===== src/pkg/phcr_pkg.sv =====
// constants and carrier types for the configuration header register bank
package phcr_pkg;

  // ==========================================================================
  // register offsets (byte addresses, same in both views)
  localparam logic [7:0] HDR_WORD_OFS = 8'h0C;
  localparam logic [7:0] BASE_LO_OFS = 8'h10;
  localparam logic [7:0] BASE_HI_OFS = 8'h14;
  localparam logic [7:0] SUBSYS_OFS = 8'h2C;

  // ==========================================================================
  // line size / tenure timer / header type word
  localparam logic [7:0] LINE_SIZE_OK = 8'h08;
  localparam logic [7:0] LINE_SIZE_RST = 8'h00;
  localparam logic [7:0] TENURE_RST_PCI = 8'h00;
  localparam logic [7:0] TENURE_RST_PCIX = 8'h40;
  localparam int TENURE_STEP_BITS = 3;
  localparam logic [7:0] HEADER_TYPE = 8'h00;
  localparam logic [7:0] HDR_TOP_BYTE = 8'h00;

  // ==========================================================================
  // window base pair
  localparam int BASE_LO_LSB = 12;
  localparam logic [19:0] BASE_LO_RST = 20'h00000;
  localparam logic [7:0] BASE_LO_RSVD = 8'h00;
  localparam logic PREFETCH_IND = 1'b0;
  localparam logic [1:0] MEM_TYPE = 2'h2;
  localparam logic MEM_SPACE_IND = 1'b0;
  localparam logic [31:0] BASE_HI_RST = 32'h00000000;

  // ==========================================================================
  // subsystem identity
  localparam logic [15:0] SUBSYS_ID_RST = 16'h0000;

  // ==========================================================================
  // strap settle count and master commands
  localparam logic [1:0] STRAP_SETTLE = 2'h3;
  localparam logic [3:0] CMD_MEM_WR_INV = 4'hF;
  localparam logic [3:0] CMD_MEM_WR = 4'h7;

  // one register access request
  typedef struct packed {
    logic wr;
    logic rd;
    logic [7:0] addr;
    logic [3:0] be;
    logic [31:0] wdata;
  } phcr_req_t;

  // one register access answer
  typedef struct packed {
    logic ack;
    logic [31:0] rdata;
  } phcr_rsp_t;

endpackage : phcr_pkg


===== src/rtl/phcr_regs.sv =====
// configuration header register bank with bus tenure timer
`timescale 1ns/100ps

// Operation
// - line size keeps a written 0x08; any other written value leaves 0x00
// - tenure timer resets to 0x00 in conventional mode, 0x40 in extended mode
// - timer limits burst clocks from burst start, then bus is released once grant is withdrawn
// - tenure timer is writable only in steps of eight clocks
// - header type reads 0x00, bits 31:24 read zero, both read-only
// - memory write and invalidate is never issued by this device
// - lower base bits 31:12 writable, reset zero; bits 11:4 read zero
// - prefetch indicator bit 3 reads zero, read-only
// - memory type bits fixed at 10b for 64-bit placement
// - bit 0 reads zero: window is memory space only
// - upper base is fully writable 32 bits, reset zero
// - subsystem fields read-only from config view, writable from window view
// - subsystem id returns to 0x0000 at reset release
// - subsystem vendor loads the maker vendor code at reset release
module phcr_regs
  import phcr_pkg::*;
#(
  parameter logic [15:0] VENDOR_CODE = 16'h5A5A  // arbitrary value
) (
  input wire logic ref_clk,          // bus clock, 10 MHz
  input wire logic nrst,             // bus reset, active low, async
  input wire logic clk_en,           // freezes all state but the reset synchroniser while low
  input wire phcr_req_t cfg_req,     // configuration space view access
  output phcr_rsp_t cfg_rsp,         // configuration view answer
  input wire phcr_req_t win_req,     // combined register window access
  output phcr_rsp_t win_rsp,         // window view answer
  input wire logic pcix_mode_pin,    // high when bus runs in extended mode
  input wire logic gnt_n_pin,        // bus grant pin, active low
  input wire logic burst_start,      // master burst begins, one cycle
  input wire logic burst_active,     // master burst in progress
  input wire logic [3:0] cmd_in,     // command from master engine
  output logic [3:0] cmd_out,        // command driven onto the bus
  output logic release_bus,          // tenure expired, give up bus
  output logic [63:0] window_base,   // register window base address
  output logic [7:0] line_size       // advertised line size
);

  // ==========================================================================
  // reset and pin synchronisers
  logic rst_meta;
  logic rst_n;
  logic pcix_meta;
  logic pcix_sync;
  logic gnt_meta;
  logic gnt_n_sync;

  // reset release through two flops, assert at once
  always_ff @(posedge ref_clk or negedge nrst) begin
    if (!nrst) begin
      rst_meta <= 1'b0;
      rst_n <= 1'b0;
    end else begin
      rst_meta <= 1'b1;
      rst_n <= rst_meta;
    end
  end

  // mode strap and grant pin pass two flops before use
  always_ff @(posedge ref_clk or negedge rst_n) begin
    if (!rst_n) begin
      pcix_meta <= 1'b0;
      pcix_sync <= 1'b0;
      gnt_meta <= 1'b1;
      gnt_n_sync <= 1'b1;
    end else if (clk_en) begin
      pcix_meta <= pcix_mode_pin;
      pcix_sync <= pcix_meta;
      gnt_meta <= gnt_n_pin;
      gnt_n_sync <= gnt_meta;
    end
  end

  // ==========================================================================
  // byte lane merge and address decode
  function automatic logic [31:0] merge_be(
    input logic [31:0] old_val,
    input logic [31:0] new_val,
    input logic [3:0] be
  );
    logic [31:0] res;
    res = old_val;
    for (int i = 0; i < 4; i++) begin
      if (be[i]) begin
        res[i*8 +: 8] = new_val[i*8 +: 8];
      end
    end
    return res;
  endfunction : merge_be

  function automatic logic hit(input phcr_req_t req, input logic [7:0] ofs);
    return req.wr && (req.addr[7:2] == ofs[7:2]);
  endfunction : hit

  // writes from either view, subsystem from the window view only; window view wins on a same-cycle clash
  logic hdr_wr;
  logic base_lo_wr;
  logic base_hi_wr;
  logic sub_wr;

  always_comb begin
    hdr_wr = hit(cfg_req, HDR_WORD_OFS) || hit(win_req, HDR_WORD_OFS);
    base_lo_wr = hit(cfg_req, BASE_LO_OFS) || hit(win_req, BASE_LO_OFS);
    base_hi_wr = hit(cfg_req, BASE_HI_OFS) || hit(win_req, BASE_HI_OFS);
    sub_wr = hit(win_req, SUBSYS_OFS);
  end

  // request selected for shared registers; window request whenever the window view hits, config request otherwise
  phcr_req_t hdr_req;
  phcr_req_t lo_req;
  phcr_req_t hi_req;

  always_comb begin
    hdr_req = hit(win_req, HDR_WORD_OFS) ? win_req : cfg_req;
    lo_req = hit(win_req, BASE_LO_OFS) ? win_req : cfg_req;
    hi_req = hit(win_req, BASE_HI_OFS) ? win_req : cfg_req;
  end

  // ==========================================================================
  // line size field
  always_ff @(posedge ref_clk or negedge rst_n) begin
    if (!rst_n) begin
      line_size <= LINE_SIZE_RST;
    end else if (clk_en && hdr_wr && hdr_req.be[0]) begin
      if (hdr_req.wdata[7:0] == LINE_SIZE_OK) begin
        line_size <= LINE_SIZE_OK;
      end else begin
        line_size <= LINE_SIZE_RST;
      end
    end
  end

  // ==========================================================================
  // tenure timer, coarse bits only; strap applied once synchroniser settles
  logic [7-TENURE_STEP_BITS:0] tenure_hi;
  logic [1:0] settle_cnt;
  logic strap_done;
  logic [7:0] tenure_val;
  logic tenure_sw_wr;

  assign tenure_sw_wr = hdr_wr && hdr_req.be[1];
  assign tenure_val = {tenure_hi, {TENURE_STEP_BITS{1'b0}}};

  // settle counter for the mode strap after reset release
  always_ff @(posedge ref_clk or negedge rst_n) begin
    if (!rst_n) begin
      settle_cnt <= 2'h0;
      strap_done <= 1'b0;
    end else if (clk_en && !strap_done) begin
      settle_cnt <= settle_cnt + 2'h1;
      if (settle_cnt == STRAP_SETTLE || tenure_sw_wr) begin
        strap_done <= 1'b1;
      end
    end
  end

  // timer field: strap picks the reset value, software steps of eight
  always_ff @(posedge ref_clk or negedge rst_n) begin
    if (!rst_n) begin
      tenure_hi <= TENURE_RST_PCI[7:TENURE_STEP_BITS];
    end else if (clk_en) begin
      if (tenure_sw_wr) begin
        tenure_hi <= hdr_req.wdata[15:8+TENURE_STEP_BITS];
      end else if (!strap_done && settle_cnt == STRAP_SETTLE) begin
        if (pcix_sync) begin
          tenure_hi <= TENURE_RST_PCIX[7:TENURE_STEP_BITS];
        end else begin
          tenure_hi <= TENURE_RST_PCI[7:TENURE_STEP_BITS];
        end
      end
    end
  end

  // ==========================================================================
  // window base pair
  logic [19:0] base_lo_bits;
  logic [31:0] base_hi_bits;
  logic [31:0] base_lo_merged;

  assign base_lo_merged = merge_be({base_lo_bits, 12'h000}, lo_req.wdata, lo_req.be);

  // lower base: only the address bits take writes
  always_ff @(posedge ref_clk or negedge rst_n) begin
    if (!rst_n) begin
      base_lo_bits <= BASE_LO_RST;
    end else if (clk_en && base_lo_wr) begin
      base_lo_bits <= base_lo_merged[31:BASE_LO_LSB];
    end
  end

  // upper base: all 32 bits writable
  always_ff @(posedge ref_clk or negedge rst_n) begin
    if (!rst_n) begin
      base_hi_bits <= BASE_HI_RST;
    end else if (clk_en && base_hi_wr) begin
      base_hi_bits <= merge_be(base_hi_bits, hi_req.wdata, hi_req.be);
    end
  end

  assign window_base = {base_hi_bits, base_lo_bits, 12'h000};

  // ==========================================================================
  // subsystem identity, writable through the window view only
  logic [15:0] subsys_id;
  logic [15:0] subsys_vendor;
  logic [31:0] sub_merged;

  assign sub_merged = merge_be({subsys_id, subsys_vendor}, win_req.wdata, win_req.be);

  always_ff @(posedge ref_clk or negedge rst_n) begin
    if (!rst_n) begin
      subsys_id <= SUBSYS_ID_RST;
      subsys_vendor <= VENDOR_CODE;
    end else if (clk_en && sub_wr) begin
      subsys_id <= sub_merged[31:16];
      subsys_vendor <= sub_merged[15:0];
    end
  end

  // ==========================================================================
  // read image, identical for both views
  function automatic logic [31:0] read_word(input logic [7:0] addr);
    logic [31:0] res;
    res = 32'h00000000;
    unique case (addr[7:2])
      HDR_WORD_OFS[7:2]: begin
        res = {HDR_TOP_BYTE, HEADER_TYPE, tenure_val, line_size};
      end
      BASE_LO_OFS[7:2]: begin
        res = {base_lo_bits, BASE_LO_RSVD, PREFETCH_IND,
               MEM_TYPE, MEM_SPACE_IND};
      end
      BASE_HI_OFS[7:2]: begin
        res = base_hi_bits;
      end
      SUBSYS_OFS[7:2]: begin
        res = {subsys_id, subsys_vendor};
      end
      default: begin
        res = 32'h00000000;  // unmapped reads zero
      end
    endcase
    return res;
  endfunction : read_word

  // answers registered one cycle after each access
  always_ff @(posedge ref_clk or negedge rst_n) begin
    if (!rst_n) begin
      cfg_rsp <= '0;
      win_rsp <= '0;
    end else if (clk_en) begin
      cfg_rsp.ack <= cfg_req.wr || cfg_req.rd;
      cfg_rsp.rdata <= cfg_req.rd ? read_word(cfg_req.addr) : 32'h00000000;
      win_rsp.ack <= win_req.wr || win_req.rd;
      win_rsp.rdata <= win_req.rd ? read_word(win_req.addr) : 32'h00000000;
    end
  end

  // ==========================================================================
  // bus tenure counter
  logic [7:0] tenure_cnt;

  // load at burst start, count down every clock of the burst until zero, then hold
  always_ff @(posedge ref_clk or negedge rst_n) begin
    if (!rst_n) begin
      tenure_cnt <= 8'h00;
    end else if (clk_en) begin
      if (burst_start) begin
        tenure_cnt <= tenure_val;
      end else if (burst_active && tenure_cnt != 8'h00) begin
        tenure_cnt <= tenure_cnt - 8'h01;
      end
    end
  end

  // release once count is spent and grant has been withdrawn
  always_ff @(posedge ref_clk or negedge rst_n) begin
    if (!rst_n) begin
      release_bus <= 1'b0;
    end else if (clk_en) begin
      release_bus <= burst_active && !burst_start &&
                     (tenure_cnt == 8'h00) && gnt_n_sync;
    end
  end

  // ==========================================================================
  // command filter: invalidating writes become plain memory writes
  always_ff @(posedge ref_clk or negedge rst_n) begin
    if (!rst_n) begin
      cmd_out <= CMD_MEM_WR;
    end else if (clk_en) begin
      if (cmd_in == CMD_MEM_WR_INV) begin
        cmd_out <= CMD_MEM_WR;
      end else begin
        cmd_out <= cmd_in;
      end
    end
  end

endmodule : phcr_regs


===== config.mk =====
export PLATFORM = sky130hd
export DESIGN_NAME = phcr_regs
export DESIGN_NICKNAME = d
export VERILOG_FILES = /design/src/pkg/phcr_pkg.sv /design/src/rtl/phcr_regs.sv
export SDC_FILE = /design/constraint.sdc
export NUM_CORES = 1
export LEC_CHECK = 0
export ABC_AREA = 1
export CORE_ASPECT_RATIO = 0.6
export CORE_UTILIZATION = 65
export CTS_CLUSTER_SIZE = 20
export DETAILED_ROUTE_END_ITERATION = 6
export DONT_BUFFER_PORTS = 1
export PLACE_DENSITY = 0.81
export SLEW_MARGIN = 0
export SYNTH_ARGS = -nofsm -noshare
export SYNTH_HDL_FRONTEND = slang
export SYNTH_SLANG_ARGS = --single-unit
export TNS_END_PERCENT = 100

===== constraint.sdc =====
create_clock -name ref_clk -period 10.5 [get_ports ref_clk]
set_input_delay 2.1 -clock ref_clk [delete_from_list [all_inputs] [get_ports ref_clk]]
set_output_delay 2.1 -clock ref_clk [all_outputs]
set_load 0.01 [all_outputs]

* After elaboration in Yosys (flattened, before gate mapping)
Cells that the tools add are included.
Storage, ports and cells: bits in registers 185, input port bits 103, word-level logic and storage cells 100
Operators by class: $add $sub $neg 2, eq/ne operators 11, muxes and demuxes 14, reductions and logical operators 45
Operator list (number):
- $pmux W32 S4 | 2
- $mux W36 | 2
- $mux W32 | 2
- $mux W34 | 1
- $reduce_and A2 Y1 | 14
- $eq A6 B3 Y1 const B | 4
- $logic_and A1 B1 Y1 | 19
- $mux W8 | 2
- $eq A6 B2 Y1 const B | 2
- $eq A6 B4 Y1 const B | 2
- $mux W4 | 3
- $mux W5 | 2
- $eq A8 B4 Y1 const B | 1
- $logic_not A8 Y1 | 1
- $reduce_bool A8 Y1 | 1
- $sub A8 B1 Y8 const B | 1
- $logic_or A1 B1 Y1 | 6
- $eq A4 B4 Y1 const B | 1
- $reduce_bool A2 Y1 | 2
- $add A2 B1 Y2 const B | 1
- $eq A2 B2 Y1 const B | 1
- $logic_not A1 Y1 | 2

* Longest topological paths before layout
word-level depth 6, depth in mapped cells 12, gate-level depth less buffers 12

* Worst setup path before layout
Ideal clock, no wire load.
path type in2reg, start input win_req[43] (netlist bit), end register subsys_vendor[15], library setup time 0.119 ns, arrival time 3.266 ns, setup slack 7.115 ns, cell stages on the path 9, cell sequence nor2_4 > nand2_4 > nor2_8 > inv_4 > nor3_4 > nand2_4 > buf_6 > nand2_2 > o21ai_2
On the way: cells in the longest elaborated chain, start to end 4
RTL lines:
- start: declaration | RTL line phcr_regs.sv:29 | input wire phcr_req_t win_req,
- $eq A6 B4 Y1 | RTL line phcr_regs.sv:95 | return req.wr && (req.addr[7:2] == ofs[7:2]);
- $logic_and A1 B1 Y1 | RTL line phcr_regs.sv:95
- $logic_and A1 B1 Y1 | RTL line phcr_regs.sv:217 | end else if (clk_en && sub_wr) begin
- $reduce_and A2 Y1 (no line)
- end signal: assignment | RTL line phcr_regs.sv:219 | subsys_vendor <= sub_merged[15:0];
- end: declaration | RTL line phcr_regs.sv:208 | logic [15:0] subsys_vendor;
No other way between the ends. A chain may end at the register's enable or synchronous reset.

* Worst setup path after layout
start input win_req[43] (netlist bit), end register base_lo_bits[16]
On the way: cells in the longest elaborated chain, start to end 5, elaborated cells on any way between the ends 6, classes of those cells eq/ne: 1; mux: 1; reduce/logical: 4
RTL lines:
- $eq A6 B3 Y1 * | RTL line phcr_regs.sv:95
- $logic_and A1 B1 Y1 * | RTL line phcr_regs.sv:95
- $logic_or A1 B1 Y1 | RTL line phcr_regs.sv:106 | base_lo_wr = hit(cfg_req, BASE_LO_OFS) || hit(win_req, BASE_LO_OFS);
- $logic_and A1 B1 Y1 | RTL line phcr_regs.sv:189 | end else if (clk_en && base_lo_wr) begin
- $reduce_and A2 Y1 (no line)
- end signal: assignment | RTL line phcr_regs.sv:190 | base_lo_bits <= base_lo_merged[31:BASE_LO_LSB];
- end: declaration | RTL line phcr_regs.sv:179 | logic [19:0] base_lo_bits;
Every way passes the cells marked *; elsewhere a longest branch is shown, timed or not.

==> Flow_metrics.wiki <==
{| class="wikitable"
! Metric !! Value
|-
| Outcome || complete, no violations
|-
| Number of design-rule violations left by the first detailed-router iteration || 916
|-
| Worst endpoint required time || 10820 ps
|-
| Clock Pin Slew Worst Setup and Hold Paths || 70 ps
|-
| Final nets || 1314
|-
| Initial Util || 67.7%
|-
| Most used flip-flop cell after synthesis || dfrtp_1
|-
| Setup total negative slack || 0 ps
|-
| EDFF count, synth || 0
|-
| Worst hold slack after final layout || 215 ps
|-
| Buffers from clock root to sink, at most || 2
|-
| Power per cell area || 161 nW/um^2
|-
| Worst Setup Slack post-DPL || 5920 ps
|-
| Final setup margin || 6300 ps
|-
| Share of post-route cells with drive strength above 1 || 10.6%
|-
| Max-cap viol count || 0
|-
| Final period util || 40.0%
|-
| Warning count from the yosys run || 0
|-
| Share of async-settable or async-resettable flops after synthesis || 100%
|-
| Mapped Cells || 1232
|-
| Setup Viol. Count Final || 0
|-
| Combined area of the multi-input logic cells || 4260 um^2
|-
| Count of buffers added by post-CTS timing repair for setup || 0
|-
| Min-Delay Path Class || reg2async
|-
| Total global-route track usage || 36.1%
|-
| Synthesized area per cell || 7.65 um^2
|-
| Sequential element share of the synthesized area || 47.4%
|-
| Unrepaired setup endpoints after global routing || false
|-
| Synthesized cell area || 9420 um^2
|-
| Post-Layout Cell Count || 1413
|-
| Leading area contributor after synthesis || dfrtp_1
|-
| DRC errors left || 0
|-
| Top-Level Pins || 246
|-
| Maximum achievable frequency || 238 MHz
|-
| Slew at the pin closest to its max-slew limit || 1110 ps
|-
| Post-DR vias/cell || 5.80
|-
| Sequential standard cell area || 4470 um^2
|-
| Arrival time of the worst setup path || 4510 ps
|-
| Critical Path End Type || register
|-
| Final worst path period need || 4200 ps
|-
| First-pass DRT Iterations || 6
|-
| Initial antenna violation count || 0
|-
| Routed length per instance || 18.5 um
|-
| Area of the die || 15000 um^2
|-
| Flop and latch count out of synthesis || 178
|-
| Final clock skew || 13.0 ps
|-
| Post-synth top area share || 43.8%
|-
| CTS HTree Levels || 4
|-
| Die Y || 95.3 um
|-
| Clock root buffer || clkbuf_16
|-
| Fin. max-slew vios || 0
|-
| Leakage power total || 5.24 nW
|-
| Hold_buf cts || 0
|-
| Max VDD drop || 0.0999 mV
|-
| Worst relative slew slack || 25.7%
|-
| Die Wd || 157 um
|-
| Cells taking the most area after synthesis || dfrtp_1 44%, nand2_1 22%, o21ai_0 5.2%, inv_1 3.9%, dfstp_2 3.6%
|-
| Vias in the first global route || 7460
|-
| Wire length of the first global-routing pass || 40300 um
|-
| Clock tree from TritonCTS || done
|-
| Critical Path Fanout Max || 45
|-
| HPWL reported at the end of detailed placement || 18100 um
|-
| Number of buffers added by the clock tree synthesis step || 17
|-
| Cell Rows || 33
|-
| Final hold viol count || 0
|-
| Antenna Cells || 0
|-
| Leftover overflow at the end of global routing || 0
|-
| Pin count of the biggest net entering global routing || 86
|-
| Final estimated routing congestion in global placement || 0.880
|-
| Overall power || 1.60 mW
|-
| Critical path startpoint category || input port
|-
| Inst Count DP || 1381
|-
| Distinct cells, synth || 41
|-
| Final wirelength || 26200 um
|-
| Core region area || 13900 um^2
|-
| Area Growth Syn to Fin || 5.99%
|-
| Clock sink total || 178
|-
| Remaining number of nets flagged by the antenna check after routing || 0
|-
| # fillers || 1162
|-
| Vias after detailed routing || 8199
|-
| Source-to-sink clock delay at the later pin of the worst-skew pair || 430 ps
|-
| CP Class || in2reg
|-
| Number of I/O port buffers || 0
|-
| Post-cts gate resize count || 0
|}
cells in the final DEF (no fill, tap or decap), drive strengths merged, types with 11 or more instances in the layout:
| cell type | instances |
|---|---|
| conb | 20 |
| nand2 | 565 |
| inv | 114 |
| o211ai | 11 |
| clkbuf | 19 |
| nand3 | 62 |
| a22o | 15 |
| dfstp | 13 |
| o22ai | 30 |
| dfrtp | 165 |
| nor2 | 27 |
| o21ai | 130 |
per-layer routing:
layer	routed length, um	vias to the layer above	part of all wire [%]	track usage, %
li1	-	3851	-	-
met1	11300	3837	43	52.4
met2	11000	475	42	50.8
met3	3520	36	13	12.6
met4	327	0	1.2	10.4
met5	0	-	0	0
worst paths after layout:
check,from,to,slack (ps),depth (start not counted)
setup / recovery,win_req[43],base_lo_bits[16],6300,10
hold / removal,rst_n,subsys_vendor[7],210,0
setup reg to reg,tenure_cnt[0],tenure_cnt[1],8570,8
hold reg to reg,rst_n,subsys_vendor[7],210,0
max in group asynchronous,rst_n,cfg_rsp[17],8900,1
min in group ref_clk,rst_meta,rst_n,370,0
kinds of logic after synthesis:
family | share of synthesized area, %
other cells | 0.0797
mux | 0.119
simple gates | 29.8
compound gates | 13.4
buf+inv | 8.38
fa+ha+maj | 0.398
flops | 47.4
xor+xnor | 0.372
sequential cells by signal (all words and copies together), names as in the netlist, 2 cells and up:
signal and flops:
cfg_rsp 33, settle_cnt 2, win_rsp 33, subsys_vendor 16
tenure_cnt 8, base_hi_bits 32, tenure_hi 5, subsys_id 16
cmd_out 4, base_lo_bits 20
metrics by stage:
| step | util [%] | cell area, um^2 |
|---|---|---|
| 2_1_floorplan | - | 9490 |
| 3_3_place_gp | 67.8 | 9430 |
| 3_5_place_dp | 67.8 | 9430 |
| 4_1_cts | 71.8 | 9990 |
| 5_1_grt | 71.8 | 9990 |
| 6_report | 71.8 | 9990 |
final cells by class:
type / count / share of cell area, %
Timing Repair Buffer: 6 / 0.451
Clock buffer: 19 / 4.33
Tap cell: 192 / 2.41
Sequential cell: 178 / 44.8
Inverter: 109 / 4.12
Clock inverter: 13 / 1.28
Multi-Input combinational cell: 896 / 42.6
cells in the mapped netlist, types with 4 or more instances:
master / instances
a22o_1: 15
buf_2: 11
buf_4: 20
buf_6: 5
clkbuf_1: 29
dfrtp_1: 165
dfstp_2: 13
inv_1: 99
inv_2: 8
nand2_1: 547
nand2_2: 12
nand2_4: 6
nand3_1: 60
nand4_1: 9
nor2_1: 17
nor2_4: 6
o211ai_1: 11
o21a_1: 4
o21ai_0: 97
o21ai_2: 33
o22ai_1: 30
xor2_1: 4
worst max-delay path, cell delays in order:
cell and delay (ps):
nor2_4 210, nand3_2 210, inv_2 390, nand2_2 570, nand2_1 240, nand2_1 170
nor2_4 280, inv_2 160, nand2_1 90, nand2_1 50
power breakdown:
group	internal (mW)	total (mW)	leakage [nW]	switching (mW)
clock	0.332	0.614	0.271	0.282
sequential	0.740	0.804	2.35	0.0634
combinational	0.0618	0.185	2.61	0.123
total	1.13	1.60	5.24	0.469
(Power assumes the default switching activity.)
